--- src/logic/fra_consts.svh ---
// Function
// RULE1: Flash registers answer only while the select bit is 1; RAM emulation is never gated.
// RULE2: The select bit maps the shared addresses FFC8 to FFCB onto the four flash registers.
// RULE3: In modes with flash disabled, flash register reads return zero and writes are dropped.
// RULE4: Flash register writes are dropped while the permit bit of control one reads 0.
// RULE5: Control register one starts at 80 while the permit pin is high and at 00 otherwise.
// RULE6: Control two and the erase-block registers stay zero while pin or software permit is off.
// RULE7: The four flash registers are byte-wide and take byte accesses only.
// RULE8: Each byte access to a flash register takes two bus states.
// RULE9: Without reprogrammable flash, system control two ignores writes and reads undefined.
// RULE10: The permit pin protects the flash from programming and erasure whenever it is low.
// RULE11: Three mode pins select the operating mode; in programmer mode three port pins also do.
// RULE12: During programming serial data leave on the channel-1 output and enter on its input.
// RULE13: In user mode software checks the pin, then copies the routine to RAM and runs it.
// RULE14: Erasure sets contents to FF and works on whole blocks only.
// RULE15: Software programs only blocks that were erased before.
// RULE16: Each bit of the erase-block registers selects one block for the next erase.
`ifndef FRA_CONSTS_SVH
`define FRA_CONSTS_SVH

// ==================================================================
// Register map
`define FRA_ADDR_RAM_EMU     16'hFEDB
`define FRA_ADDR_SYS_CTRL2   16'hFF42
`define FRA_ADDR_FL_CTRL1    16'hFFC8
`define FRA_ADDR_FL_CTRL2    16'hFFC9
`define FRA_ADDR_ERASE_SEL1  16'hFFCA
`define FRA_ADDR_ERASE_SEL2  16'hFFCB

// ==================================================================
// Fields and values
`define FRA_SEL_BIT          3
`define FRA_HW_PERMIT_BIT    7
`define FRA_SW_PERMIT_BIT    6
`define FRA_PROG_BIT         0
`define FRA_ERASE_BIT        1
`define FRA_HW_PERMIT_MASK   8'h80
`define FRA_RESET_VAL        8'h00
`define FRA_UNDEF_READ       8'hA5
`define FRA_ERASED_BYTE      8'hFF
`define FRA_SERIAL_IDLE      1'h1

// ==================================================================
// Operating modes with flash enabled
`define FRA_MODE_PROGRAMMER  3'h0
`define FRA_MODE_ROM_EXP     3'h6
`define FRA_MODE_ROM_SINGLE  3'h7

`endif

--- src/logic/fra_pkg.sv ---
package fra_pkg;
  `include "fra_consts.svh"

  typedef enum logic [1:0] {
    FRA_ACC_IDLE   = 2'b01,
    FRA_ACC_STATE2 = 2'b10
  } fra_acc_t;

  typedef struct packed {
    logic [2:0] mode_s1;
    logic [2:0] mode_s2;
    logic [2:0] prog_s1;
    logic [2:0] prog_s2;
    logic       permit_s1;
    logic       permit_s2;
    logic       rxd_s1;
    logic       rxd_s2;
  } fra_sync_t;

  typedef struct packed {
    fra_acc_t    acc;
    logic        pend_wr;
    logic [1:0]  pend_idx;
    logic [7:0]  pend_data;
    logic [7:0]  ram_emu;
    logic [7:0]  sys_ctrl2;
    logic [7:0]  fl_ctrl1;
    logic [7:0]  fl_ctrl2;
    logic [7:0]  erase_sel1;
    logic [7:0]  erase_sel2;
    logic [7:0]  rdata;
    logic        acc_done;
    logic        prog_en;
    logic        erase_en;
    logic [15:0] erase_mask;
    logic [7:0]  erase_fill;
    logic        ser_out;
    logic        sci_rx;
    logic [5:0]  mode_code;
  } fra_state_t;

  function automatic logic fra_flash_mode(input logic [2:0] mode);
    return (mode == `FRA_MODE_PROGRAMMER) || (mode == `FRA_MODE_ROM_EXP) ||
           (mode == `FRA_MODE_ROM_SINGLE);
  endfunction

  function automatic logic fra_flash_addr(input logic [15:0] addr);
    return (addr >= `FRA_ADDR_FL_CTRL1) && (addr <= `FRA_ADDR_ERASE_SEL2);
  endfunction
endpackage

--- src/logic/fra_pin_if.sv ---
`timescale 1ns/10ps
interface fra_pin_if;
  logic [2:0] mode_s;
  logic [2:0] prog_s;
  logic       permit_s;
  logic       rxd_s;
  logic       flash_on;

  modport sync (output mode_s, prog_s, permit_s, rxd_s, flash_on);
  modport core (input mode_s, prog_s, permit_s, rxd_s, flash_on);
endinterface // fra_pin_if

--- src/logic/fra_pin_sync.sv ---
`timescale 1ns/10ps
module fra_pin_sync
  import fra_pkg::*;
(
  input  wire logic        mclk,
  input  wire logic        rst_b,
  input  wire logic [2:0]  mode_pins,
  input  wire logic [2:0]  prog_pins,
  input  wire logic        permit_pin,
  input  wire logic        rxd_pin,
  fra_pin_if.sync          pins
);
  import fra_pkg::*;

  fra_sync_t sy_reg;
  fra_sync_t sy_next;

  // ==================================================================
  // Two-stage synchronisers; stage one feeds stage two only
  always_comb begin
    sy_next           = sy_reg;
    sy_next.mode_s1   = mode_pins;
    sy_next.mode_s2   = sy_reg.mode_s1;
    sy_next.prog_s1   = prog_pins;
    sy_next.prog_s2   = sy_reg.prog_s1;
    sy_next.permit_s1 = permit_pin;
    sy_next.permit_s2 = sy_reg.permit_s1;
    sy_next.rxd_s1    = rxd_pin;
    sy_next.rxd_s2    = sy_reg.rxd_s1;
  end

  always_ff @(posedge mclk) begin
    if (!rst_b) begin
      // Permit held low: flash protected until the pin is seen
      sy_reg <= '{default: 1'b0, rxd_s1: 1'b1, rxd_s2: 1'b1};
    end else begin
      sy_reg <= sy_next;
    end
  end

  // RULE11 mode pin decode
  assign pins.mode_s   = sy_reg.mode_s2;
  assign pins.prog_s   = sy_reg.prog_s2;
  assign pins.permit_s = sy_reg.permit_s2;
  assign pins.rxd_s    = sy_reg.rxd_s2;
  assign pins.flash_on = fra_flash_mode(sy_reg.mode_s2);
endmodule // fra_pin_sync

--- src/logic/fra_top.sv ---
`timescale 1ns/10ps
module fra_top
  import fra_pkg::*;
#(
  parameter bit HAS_FLASH = 1'b1
) (
  input  wire logic        mclk,
  input  wire logic        rst_b,
  input  wire logic [15:0] bus_addr,
  input  wire logic [7:0]  bus_wdata,
  input  wire logic        bus_wr,
  input  wire logic        bus_rd,
  input  wire logic        bus_wide,
  output logic      [7:0]  bus_rdata,
  output logic             acc_done,
  input  wire logic        flash_write_permit,
  input  wire logic        op_mode_pin_2,
  input  wire logic        op_mode_pin_1,
  input  wire logic        op_mode_pin_0,
  input  wire logic        programmer_mode_pin_c,
  input  wire logic        programmer_mode_pin_b,
  input  wire logic        programmer_mode_pin_a,
  input  wire logic        serial_in_ch1,
  output logic             serial_out_ch1,
  input  wire logic        sci_tx_data,
  output logic             sci_rx_data,
  output logic             flash_prog_en,
  output logic             flash_erase_en,
  output logic      [15:0] erase_block_mask,
  output logic      [7:0]  erase_fill,
  output logic      [5:0]  op_mode_code
);
  import fra_pkg::*;

  localparam fra_state_t ST_RESET = '{
    acc:        FRA_ACC_IDLE,
    ser_out:    `FRA_SERIAL_IDLE,
    sci_rx:     `FRA_SERIAL_IDLE,
    default:    '0
  };

  fra_pin_if  pins ();
  fra_state_t st_reg;
  fra_state_t st_next;

  logic flash_hit;
  logic hw_permit;
  logic sw_permit;

  fra_pin_sync u_sync (
    .mclk       (mclk),
    .rst_b      (rst_b),
    .mode_pins  ({op_mode_pin_2, op_mode_pin_1, op_mode_pin_0}),
    .prog_pins  ({programmer_mode_pin_c, programmer_mode_pin_b, programmer_mode_pin_a}),
    .permit_pin (flash_write_permit),
    .rxd_pin    (serial_in_ch1),
    .pins       (pins.sync)
  );

  // ==================================================================
  // Address decode
  // RULE1 select gating
  // RULE7 byte access only
  assign flash_hit = st_reg.sys_ctrl2[`FRA_SEL_BIT] && fra_flash_addr(bus_addr) && !bus_wide;
  assign hw_permit = pins.permit_s;

  // ==================================================================
  // Next-state logic
  always_comb begin
    st_next          = st_reg;
    st_next.rdata    = `FRA_RESET_VAL;
    st_next.acc_done = 1'b0;
    sw_permit        = 1'b0;

    // RULE8 second state commits
    if (st_reg.acc == FRA_ACC_STATE2) begin
      st_next.acc      = FRA_ACC_IDLE;
      st_next.acc_done = 1'b1;
      // RULE4 permit bit gates writes
      if (st_reg.pend_wr && st_reg.fl_ctrl1[`FRA_HW_PERMIT_BIT] && pins.flash_on) begin
        case (st_reg.pend_idx)
          2'h0:    st_next.fl_ctrl1   = st_reg.pend_data;
          2'h1:    st_next.fl_ctrl2   = st_reg.pend_data;
          2'h2:    st_next.erase_sel1 = st_reg.pend_data;
          2'h3:    st_next.erase_sel2 = st_reg.pend_data;
          default: st_next.fl_ctrl1   = st_reg.fl_ctrl1;
        endcase
      end
    end

    if (bus_wr) begin
      if (bus_addr == `FRA_ADDR_RAM_EMU) begin
        st_next.ram_emu = bus_wdata;
      end
      // RULE9 variant without flash
      if (bus_addr == `FRA_ADDR_SYS_CTRL2 && HAS_FLASH) begin
        st_next.sys_ctrl2 = bus_wdata;
      end
      // RULE2 shared address mapping
      if (flash_hit) begin
        st_next.acc       = FRA_ACC_STATE2;
        st_next.pend_wr   = 1'b1;
        st_next.pend_idx  = bus_addr[1:0];
        st_next.pend_data = bus_wdata;
      end
    end

    if (bus_rd) begin
      if (bus_addr == `FRA_ADDR_RAM_EMU) begin
        st_next.rdata = st_reg.ram_emu;
      end
      if (bus_addr == `FRA_ADDR_SYS_CTRL2) begin
        st_next.rdata = HAS_FLASH ? st_reg.sys_ctrl2 : `FRA_UNDEF_READ;
      end
      if (flash_hit) begin
        st_next.acc     = FRA_ACC_STATE2;
        st_next.pend_wr = 1'b0;
        // RULE3 disabled mode reads zero
        if (pins.flash_on) begin
          case (bus_addr[1:0])
            2'h0:    st_next.rdata = st_reg.fl_ctrl1;
            2'h1:    st_next.rdata = st_reg.fl_ctrl2;
            2'h2:    st_next.rdata = st_reg.erase_sel1;
            2'h3:    st_next.rdata = st_reg.erase_sel2;
            default: st_next.rdata = `FRA_RESET_VAL;
          endcase
        end
      end
    end

    // RULE5 permit bit mirrors pin
    st_next.fl_ctrl1[`FRA_HW_PERMIT_BIT] = hw_permit;
    if (!hw_permit) begin
      st_next.fl_ctrl1 = `FRA_RESET_VAL;
    end
    sw_permit = st_next.fl_ctrl1[`FRA_SW_PERMIT_BIT];

    // RULE6 hold at zero
    if (!hw_permit || !sw_permit) begin
      st_next.fl_ctrl2   = `FRA_RESET_VAL;
      st_next.erase_sel1 = `FRA_RESET_VAL;
      st_next.erase_sel2 = `FRA_RESET_VAL;
    end

    // RULE10 pin protection
    st_next.prog_en  = hw_permit && sw_permit && pins.flash_on &&
                       st_next.fl_ctrl1[`FRA_PROG_BIT];
    st_next.erase_en = hw_permit && sw_permit && pins.flash_on &&
                       st_next.fl_ctrl1[`FRA_ERASE_BIT] && !st_next.fl_ctrl1[`FRA_PROG_BIT];

    // RULE16 one bit per block
    // RULE14 whole blocks to FF
    st_next.erase_mask = st_next.erase_en ? {st_next.erase_sel2, st_next.erase_sel1} : 16'h0000;
    st_next.erase_fill = st_next.erase_en ? `FRA_ERASED_BYTE : `FRA_RESET_VAL;

    // RULE12 serial channel one
    st_next.ser_out   = pins.flash_on ? sci_tx_data : `FRA_SERIAL_IDLE;
    st_next.sci_rx    = pins.rxd_s;
    // RULE11 mode reported
    st_next.mode_code = {pins.prog_s, pins.mode_s};
  end

  always_ff @(posedge mclk) begin
    if (!rst_b) begin
      st_reg <= ST_RESET;
    end else begin
      st_reg <= st_next;
    end
  end

  // ==================================================================
  // Outputs
  assign bus_rdata        = st_reg.rdata;
  assign acc_done         = st_reg.acc_done;
  assign serial_out_ch1   = st_reg.ser_out;
  assign sci_rx_data      = st_reg.sci_rx;
  assign flash_prog_en    = st_reg.prog_en;
  assign flash_erase_en   = st_reg.erase_en;
  assign erase_block_mask = st_reg.erase_mask;
  assign erase_fill       = st_reg.erase_fill;
  assign op_mode_code     = st_reg.mode_code;

  // ==================================================================
  // Assertions
  a_select_gate_read: assert property (@(posedge mclk) disable iff (!rst_b) // RULE1
    bus_rd && fra_flash_addr(bus_addr) && !st_reg.sys_ctrl2[`FRA_SEL_BIT] |=> bus_rdata == 8'h00)
    else $error("flash register read while deselected");

  a_select_map_read: assert property (@(posedge mclk) disable iff (!rst_b) // RULE2
    bus_rd && flash_hit && pins.flash_on && bus_addr == `FRA_ADDR_FL_CTRL1
    |=> bus_rdata == $past(st_reg.fl_ctrl1))
    else $error("control register one not mapped");

  a_disabled_reads_zero: assert property (@(posedge mclk) disable iff (!rst_b) // RULE3
    bus_rd && flash_hit && !pins.flash_on |=> bus_rdata == 8'h00)
    else $error("flash register read nonzero in disabled mode");

  // Pin may already be up at the commit edge; the drop must still hold
  a_write_blocked: assert property (@(posedge mclk) disable iff (!rst_b) // RULE4
    st_reg.acc == FRA_ACC_STATE2 && st_reg.pend_wr && !st_reg.fl_ctrl1[`FRA_HW_PERMIT_BIT]
    |=> st_reg.fl_ctrl1[6:0] == 7'h00)
    else $error("write taken without permit");

  a_permit_mirror: assert property (@(posedge mclk) disable iff (!rst_b) // RULE5
    1'b1 |=> st_reg.fl_ctrl1[`FRA_HW_PERMIT_BIT] == $past(hw_permit))
    else $error("control register one permit bit wrong");

  a_hold_zero: assert property (@(posedge mclk) disable iff (!rst_b) // RULE6
    !hw_permit |=> st_reg.fl_ctrl1 == 8'h00 && st_reg.fl_ctrl2 == 8'h00 &&
    st_reg.erase_sel1 == 8'h00 && st_reg.erase_sel2 == 8'h00)
    else $error("flash registers not held at zero");

  a_wide_refused: assert property (@(posedge mclk) disable iff (!rst_b) // RULE7
    bus_rd && bus_wide && fra_flash_addr(bus_addr) |=> bus_rdata == 8'h00 ##1 !acc_done)
    else $error("wide access answered");

  // Back-to-back accesses overlap the previous done pulse
  a_two_states: assert property (@(posedge mclk) disable iff (!rst_b) // RULE8
    (bus_wr || bus_rd) && flash_hit && st_reg.acc == FRA_ACC_IDLE |=> !acc_done ##1 acc_done)
    else $error("flash access not two states");

  a_variant_read: assert property (@(posedge mclk) disable iff (!rst_b) // RULE9
    !HAS_FLASH && bus_rd && bus_addr == `FRA_ADDR_SYS_CTRL2 |=> bus_rdata == `FRA_UNDEF_READ)
    else $error("variant read wrong");

  a_pin_protects: assert property (@(posedge mclk) disable iff (!rst_b) // RULE10
    !hw_permit |=> !flash_prog_en && !flash_erase_en)
    else $error("program or erase without permit pin");

  a_erase_blocks: assert property (@(posedge mclk) disable iff (!rst_b) // RULE14
    flash_erase_en |-> erase_fill == 8'hFF && erase_block_mask == {st_reg.erase_sel2,
    st_reg.erase_sel1})
    else $error("erase not whole block or fill wrong");
endmodule // fra_top

--- config.mk ---
export PLATFORM = sky130hd
export DESIGN_NAME = fra_top
export DESIGN_NICKNAME = d
export VERILOG_FILES = /design/src/logic/fra_pkg.sv /design/src/logic/fra_pin_if.sv /design/src/logic/fra_pin_sync.sv /design/src/logic/fra_top.sv
export VERILOG_INCLUDE_DIRS = /design/src /design/src/logic
export SDC_FILE = /design/constraint.sdc
export NUM_CORES = 1
export LEC_CHECK = 0
export ABC_AREA = 1
export ABC_CLOCK_PERIOD_IN_PS = 2100
export BUFFER_PORTS_ARGS = -buffer_cell sky130_fd_sc_hd__buf_4
export CELL_PAD_IN_SITES_DETAIL_PLACEMENT = 2
export CELL_PAD_IN_SITES_GLOBAL_PLACEMENT = 2
export CORE_MARGIN = 2
export CORE_UTILIZATION = 31
export CTS_CLUSTER_DIAMETER = 60
export CTS_CLUSTER_SIZE = 12
export DETAILED_ROUTE_END_ITERATION = 10
export GPL_ROUTABILITY_DRIVEN = 0
export PLACE_DENSITY = 0.89
export SYNTH_ARGS = -nofsm -noshare
export SYNTH_HDL_FRONTEND = slang
export SYNTH_SLANG_ARGS = --single-unit
export TNS_END_PERCENT = 30
--- constraint.sdc ---
create_clock -name mclk -period 2.1 [get_ports mclk]
set_input_delay 0.42 -clock mclk [delete_from_list [all_inputs] [get_ports mclk]]
set_output_delay 0.42 -clock mclk [all_outputs]
set_load 0.1 [all_outputs]
# Yosys cells after proc, flatten, opt, wreduce, memory -nomap -nowiden
# Index checks and enable logic that the tools add are counted.
# op_classes
magnitude_cmp	2
n_eq_ne	11
muxes	22
bitwise	1
reduce_logical	30
# op_table
op	count
$mux W8	11
$mux W31	2
$eq A16 B16 Y1 const B	2
$pmux W8 S4	1
$mux W29	1
$ge A16 B16 Y1 const B	1
$le A16 B16 Y1 const B	1
$mux W16	1
$reduce_and A2 Y1	7
$mux W13	1
$eq A2 B2 Y1 const B	5
$logic_and A1 B1 Y1	10
$mux W7	1
$eq A3 B3 Y1 const B	2
$mux W3	2
$reduce_and A3 Y1	2
$eq A2 B1 Y1 const B	2
$logic_not A1 Y1	4
$logic_not A2 Y1	2
$logic_not A3 Y1	1
$logic_or A1 B1 Y1	3
$mux W2	1
$reduce_or A2 Y1	1
$mux W1	1
$not A1 Y1	1
# totals
ff_bits	120
input_bits	38
out_inout_bits	43
word_cells	94

# Depth between registers and ports, before layout
# Gate-level depths: netlist of run 1.
# logic_depth
ltp_word	12
ltp_mapped	12
depth_no_buf	10

# Modules after synthesis
# A second synthesis of run 1 with hierarchy kept.
# unflattened
hier_cells	667
area_unflattened_um2	4978.5
# by_module_without_submodules
mod	n_inst	cells_each	area_per_inst_um2	seq_area_each_um2
fra_top	1	612	4480.5	1921.8
fra_pin_sync	1	55	498.0	320.3

# Least setup slack after synthesis of run 1
# OpenSTA, ideal clock, no wires.
# synth_path
kind	reg2out
startpoint	register, netlist name erase_fill[6]
endpoint	output port erase_fill[0]
arrival_time_ns	1.482
required_ns	1.680
slack_ns	0.198
stages_incl_launch_ff	2
n_path_buf	1
path_cell_list	dfxtp_1 buf_4
# synth_lines
element	line	text
to (decl)	fra_top.sv:30	output logic [7:0] erase_fill,

# Worst setup path in the final report of run 1
# layout_path
startpoint	register st_reg[103] (netlist name)
endpoint	register st_reg (netlist bit erase_block_mask[12])
# layout_between
elab_chain_len	8
word_cells_on_any_way	12
cone_classes	eq/ne (1); mux (3); reduce/logical (8)
# layout_lines
element	line	text
from (decl)	fra_top.sv:43	fra_state_t st_reg;
from (signal assigned)	fra_top.sv:167	st_reg <= st_next;
$eq A2 B2 Y1 (*)	fra_top.sv:76	if (st_reg.acc == FRA_ACC_STATE2) begin
$mux W31 (*)	fra_top.sv:76	
$mux W8	fra_top.sv:133	if (!hw_permit) begin
$logic_and A1 B1 Y1 (4 in a row)	fra_top.sv:148	st_next.erase_en = hw_permit && sw_permit && pins.flash_on &&
$reduce_and A2 Y1 (no line)	-	
# Every way passes the cells marked *; elsewhere a longest branch is shown, timed or not.
# A chain may end at the register's enable or synchronous reset.

==> flow_metrics.env, run 1 <==
export IMPL_synth_top_cell_area_share_pct=49.1
export IMPL_drt_first_pass_iters=4
export IMPL_post_cts_buffers=0
export IMPL_synthArstFlopShare_pct=0
export IMPL_synth_cell_types=31
export IMPL_syn_num_nets=649
export IMPL_tightestPinTransition_ps=595
export IMPL_status="complete, no violations"
export IMPL_clock_latency_ps=360
export IMPL_ant_nets=0
export IMPL_cts_buffer_depth=2
export IMPL_peakVddDrop_v=0.000407
export IMPL_required_ps=2340
export IMPL_synth_most_common_cell="nor2_1"
export IMPL_root_buffer="clkbuf_16"
export IMPL_nFillCells=1664
export IMPL_ios=81
export IMPL_r2r_start="st_reg[103]$_SDFF_PN0_"
export IMPL_critPathCaptureType="flip-flop"
export IMPL_regArea_sq_mm=0.00224
export IMPL_total_power_uw=4020
export IMPL_place_hpwl_um=10300
export IMPL_portBuffers=80
export IMPL_setup_viol=0
export IMPL_ys_flop_type="dfxtp_1"
export IMPL_fin_tns_setup_ps=0
export IMPL_grt_pass1_vias=4389
export IMPL_final_cell_area_sq_mm=0.00534
export IMPL_die_x_um=125
export IMPL_slew_headroom_pct=60.3
export IMPL_worstPathMaxFanout=16
export IMPL_synth_largest_area_cell="dfxtp_1"
export IMPL_p_leak_uw=0.00243
export IMPL_grt_max_degree=35
export IMPL_ys_seq_area_share_pct=49.1
export IMPL_fin_crit_ps=1840
export IMPL_fin_crit_sh_pct=87.6
export IMPL_hp_start="programmer_mode_pin_c"
export IMPL_die_h_um=125
export IMPL_cts_sinks=112
export IMPL_drt_iter0_drc=134
export IMPL_drive_gt1_share_pct=18.9
export IMPL_synthTopCellsByArea="dfxtp_1 49%, nor2_1 11%, nand2_1 9.1%, buf_4 6.6%, inv_1 5.9%"
export IMPL_htreeDepth=3
export IMPL_syn_inst=611
export IMPL_place_area_sq_mm=0.00505
export IMPL_core_area_sq_mm=0.0145
export IMPL_yosysWarnings=0
export IMPL_avgViaCountPerCell=4.70
export IMPL_fmax_mhz=544
export IMPL_crit_path_start_kind="flip-flop"
export IMPL_dr_total_vias=3950
export IMPL_cts_tree="built"
export IMPL_hold_class="in2reg"
export IMPL_p_per_area_mw_per_mm2=753
export IMPL_grt_overflow_total=0
export IMPL_instances_no_fill=841
export IMPL_multiInputGateArea_sq_mm=0.00162
export IMPL_synth_edff_count=0
export IMPL_wirelength_um=13600
export IMPL_rsz0062_at_grt="false"
export IMPL_drv_cap=0
export IMPL_grt_pass1_wl_um=22500
export IMPL_cts_buffers=9
export IMPL_fin_skew_ps=11.0
export IMPL_area_growth_synth_to_final_pct=17.1
export IMPL_die_area_sq_mm=0.0157
export IMPL_reg2reg_depth=6
export IMPL_rows=44
export IMPL_synth_avg_cell_area_sq_um=7.47
export IMPL_antenna_found_initial=0
export IMPL_nets=690
export IMPL_holdPathEnd="u_sync.sy_next[6]$_SDFF_PN0_"
export IMPL_grt_use_total_pct=18.2
export IMPL_syn_cell_area_sq_mm=0.00456
export IMPL_post_drt_wl_per_cell_um=16.2
export IMPL_drv_slew=0
export IMPL_r2r_end="erase_block_mask[12]$_SDFF_PN0_"
export IMPL_largest_reg_flops=61
export IMPL_antenna_cells=0
export IMPL_hold_path_depth=3
export IMPL_clk_pin_slew_ps=70
export IMPL_rrSetupSlack_ps=260
export IMPL_critPathArrivalTime_ps=2080
export IMPL_cts_hold_buf=0
export IMPL_cts_resized=0
export IMPL_floorplan_initialDensity_pct=31.5
export IMPL_final_hold_violation_count=0
export IMPL_synth_seq_cells=112
export IMPL_dp_cells=825
export IMPL_yosys_top_cells_count="131 x nor2_1, 112 x dfxtp_1, 111 x nand2_1"
export IMPL_drcViolationCount=0
export IMPL_final_core_util_pct=36.9
export IMPL_path_class="reg2reg"
metrics by stage:
stage / worst slack [ps] / hold WS (ps)
after floorplan: 198 / 390
after global placement: 283 / 393
after detailed placement: 221 / 401
after CTS: 260 / 229
after global routing: 27.7 / 240
final: 260 / 245
layer usage:
metal	GRT usage [%]	vias to the layer above	share of wire [%]
li1	-	1929	-
met1	20.8	1921	41
met2	31.9	69	52
met3	5.31	31	4.3
met4	7.06	0	2.9
met5	0	-	0
cells in the final DEF, fill, tap and decap left out, types with 3 or more instances in the layout:
cell / netlist / routed
dfxtp_1: 112 / 112
nand3_1: 18 / 18
nand2_1: 111 / 111
nand4_1: 6 / 6
nor3_1: 13 / 13
a21oi_1: 14 / 14
inv_1: 72 / 72
clkbuf_16: 0 / 9
o21ai_0: 14 / 14
inv_2: 6 / 5
o21ai_1: 26 / 26
buf_4: 40 / 87
o2111ai_1: 7 / 7
clkinv_4: 1 / 4
nand3_2: 3 / 3
nor2_1: 131 / 131
or2_2: 3 / 3
where the power goes:
group	internal [uW]	leakage (uW)	switching [uW]
Sequential	2140	0.000906	6.29
Clock	848	0.000140	817
Combinational	75.6	0.00139	134
how the worst max path moves through the flow:
stage	from	end	slack [ps]	depth (start not counted)
final	st_reg[103]$_SDFF_PN0_	erase_block_mask[12]$_SDFF_PN0_	260	6
after detailed placement	bus_addr[5]	st_reg[75]$_SDFFE_PN0P_	220	7
after global routing	st_reg[103]$_SDFF_PN0_	erase_block_mask[1]$_SDFF_PN0_	30	8
after floorplan	erase_fill[6]$_SDFF_PN0_	erase_fill[0]	200	1
after CTS	u_sync.pins.mode_s[2]$_SDFF_PN0_	st_reg[47]$_SDFF_PN0_	260	7
after global placement	bus_addr[5]	st_reg[75]$_SDFFE_PN0P_	280	7
layout make-up:
| class | instances | share of cell area, % |
|---|---|---|
| Inverter | 80 | 5.76 |
| Timing Repair Buffer | 87 | 12.2 |
| Multi-Input combinational cell | 362 | 30.4 |
| Tap cell | 184 | 4.31 |
| Sequential cell | 112 | 42.0 |
| Clock inverter | 5 | 0.750 |
| Clock buffer | 11 | 4.55 |
cell families after synthesis:
| logic type | count (synthesis) | synth area share, % |
|---|---|---|
| DFF | 112 | 49.1 |
| AOI/OAI and AO/OA | 64 | 7.79 |
| buffers and inverters | 137 | 15.2 |
| and+or+nand+nor | 298 | 27.8 |
critical path, cell delays in order (launching register included):
cell and delay [ps]:
dfxtp_1 360, nand2_1 110, nor2_4 150, and2_1 290
nand3_2 340, o21ai_1 360, nor2_1 90
Note: power is estimated with default switching activity, not from simulation.
==> inputs of run 2 (changes only) <==
--- a/config.mk
+++ b/config.mk
@@ -12,12 +12,14 @@
 export CELL_PAD_IN_SITES_DETAIL_PLACEMENT = 2
 export CELL_PAD_IN_SITES_GLOBAL_PLACEMENT = 2
 export CORE_MARGIN = 2
-export CORE_UTILIZATION = 31
+export CORE_UTILIZATION = 33
+export CTS_BUF_LIST = sky130_fd_sc_hd__clkbuf_4
 export CTS_CLUSTER_DIAMETER = 60
 export CTS_CLUSTER_SIZE = 12
 export DETAILED_ROUTE_END_ITERATION = 10
 export GPL_ROUTABILITY_DRIVEN = 0
-export PLACE_DENSITY = 0.89
+export PLACE_DENSITY = 0.93
+export SLEW_MARGIN = 25
 export SYNTH_ARGS = -nofsm -noshare
 export SYNTH_HDL_FRONTEND = slang
 export SYNTH_SLANG_ARGS = --single-unit
==> flow_metrics.env, run 2 (same netlist as run 1, synthesis figures left out) <==
export IMPL_status="complete, no violations"
export IMPL_post_drt_wl_per_cell_um=16.2
export IMPL_instances_no_fill=830
export IMPL_hp_start="programmer_mode_pin_c"
export IMPL_floorplan_initialDensity_pct=34.2
export IMPL_rsz0062_at_grt="false"
export IMPL_core_area_sq_mm=0.0133
export IMPL_die_area_sq_mm=0.0148
export IMPL_cts_buffer_depth=2
export IMPL_grt_max_degree=35
export IMPL_fmax_mhz=526
export IMPL_cts_tree="built"
export IMPL_drt_first_pass_iters=4
export IMPL_portBuffers=80
export IMPL_final_cell_mix="131 x nor2_1, 112 x dfxtp_1, 111 x nand2_1"
export IMPL_tightestPinTransition_ps=572
export IMPL_largest_reg_flops=61
export IMPL_cts_hold_buf=0
export IMPL_area_growth_synth_to_final_pct=14.0
export IMPL_wirelength_um=13400
export IMPL_final_core_util_pct=39.0
export IMPL_cts_sinks=112
export IMPL_dp_cells=815
export IMPL_drv_slew=0
export IMPL_cts_buffers=9
export IMPL_regArea_sq_mm=0.00224
export IMPL_peakVddDrop_v=0.000400
export IMPL_pre_cts_ws_ps=206
export IMPL_required_ps=2480
export IMPL_antenna_cells=0
export IMPL_fin_tns_setup_ps=0
export IMPL_p_per_area_mw_per_mm2=684
export IMPL_nets=688
export IMPL_htreeDepth=3
export IMPL_die_x_um=122
export IMPL_ios=81
export IMPL_drt_iter0_drc=194
export IMPL_path_class="reg2reg"
export IMPL_clk_pin_slew_ps=170
export IMPL_hold_class="in2reg"
export IMPL_grt_pass1_vias=4360
export IMPL_drcViolationCount=0
export IMPL_ant_nets=0
export IMPL_drv_cap=0
export IMPL_grt_overflow_total=0
export IMPL_dr_total_vias=3956
export IMPL_final_hold_violation_count=0
export IMPL_nFillCells=1609
export IMPL_rows=42
export IMPL_fin_crit_sh_pct=90.6
export IMPL_die_h_um=122
export IMPL_mostFrequentLayoutCell="nor2_1"
export IMPL_slew_headroom_pct=61.7
export IMPL_grt_use_total_pct=19.5
export IMPL_critPathCaptureType="flip-flop"
export IMPL_p_leak_uw=0.00238
export IMPL_clock_latency_ps=500
export IMPL_fin_skew_ps=33.4
export IMPL_critPathArrivalTime_ps=2290
export IMPL_fin_crit_ps=1900
export IMPL_crit_path_start_kind="flip-flop"
export IMPL_root_buffer="clkbuf_4"
export IMPL_antenna_found_initial=0
export IMPL_multiInputGateArea_sq_mm=0.00164
export IMPL_setup_viol=0
export IMPL_avgViaCountPerCell=4.77
export IMPL_r2r_start="st_reg[103]$_SDFF_PN0_"
export IMPL_place_hpwl_um=10300
export IMPL_grt_pass1_wl_um=22200
export IMPL_post_route_worst_setup_slack_ps=198
export IMPL_drive_gt1_share_pct=18.5
export IMPL_worstPathMaxFanout=16
export IMPL_crit_path_start="st_reg[103]$_SDFF_PN0_"
[run 2: through the flow]
step / cell area (sq um) / power, uW / hold slack [ps]
final: 5200 / 3560 / 104
after floorplan: 4560 / 2300 / 390
after detailed placement: 5030 / 2400 / 401
after global routing: 5200 / 3700 / 57.6
after global placement: 5030 / 2390 / 393
after CTS: 5180 / 3600 / 63.3
[run 2: layout make-up]
type	instances	area share [%]
flip-flops and latches	112	43.1
multi-input cells	362	31.5
repair buffers	85	12.3
inverters	80	5.92
well taps	176	4.23
clock inverters	5	1.54
clock buffers	10	1.44
[run 2: routing by layer]
metal  vias to the layer above  global-route usage, %  wire length (um)
met3                        18                   5.34               537
met4                         0                   5.60               225
met5                         -                      0                 0
li1                       1926                      -                 -
met1                      1942                   21.7              5610
met2                        70                   36.2              7060
[run 2: final timing paths]
check / endpoint / slack (ps) / cells after the start
min reg2reg: op_mode_code[3]$_SDFF_PN0_ / 410 / 2
max: erase_block_mask[11]$_SDFF_PN0_ / 200 / 6
min: u_sync.sy_next[6]$_SDFF_PN0_ / 100 / 3
max reg2reg: erase_block_mask[11]$_SDFF_PN0_ / 200 / 6
[run 2: timing repair]
action | in CTS | in global routing
setup endpoints to repair | 0 | 22
gates resized for setup | 0 | 4
setup buffers | 0 | 0
[run 2: power breakdown]
group,internal (uW),switching [uW]
sequential,2150,7.31
clock,490,712
combinational,72.4,131
[run 2: critical path: stages, from the launching register on]
cell and delay, ps:
dfxtp_1 400, nand2_1 150, nor2_4 190, and2_1 280, nand3_2 340, o21ai_1 340
nor2_1 90
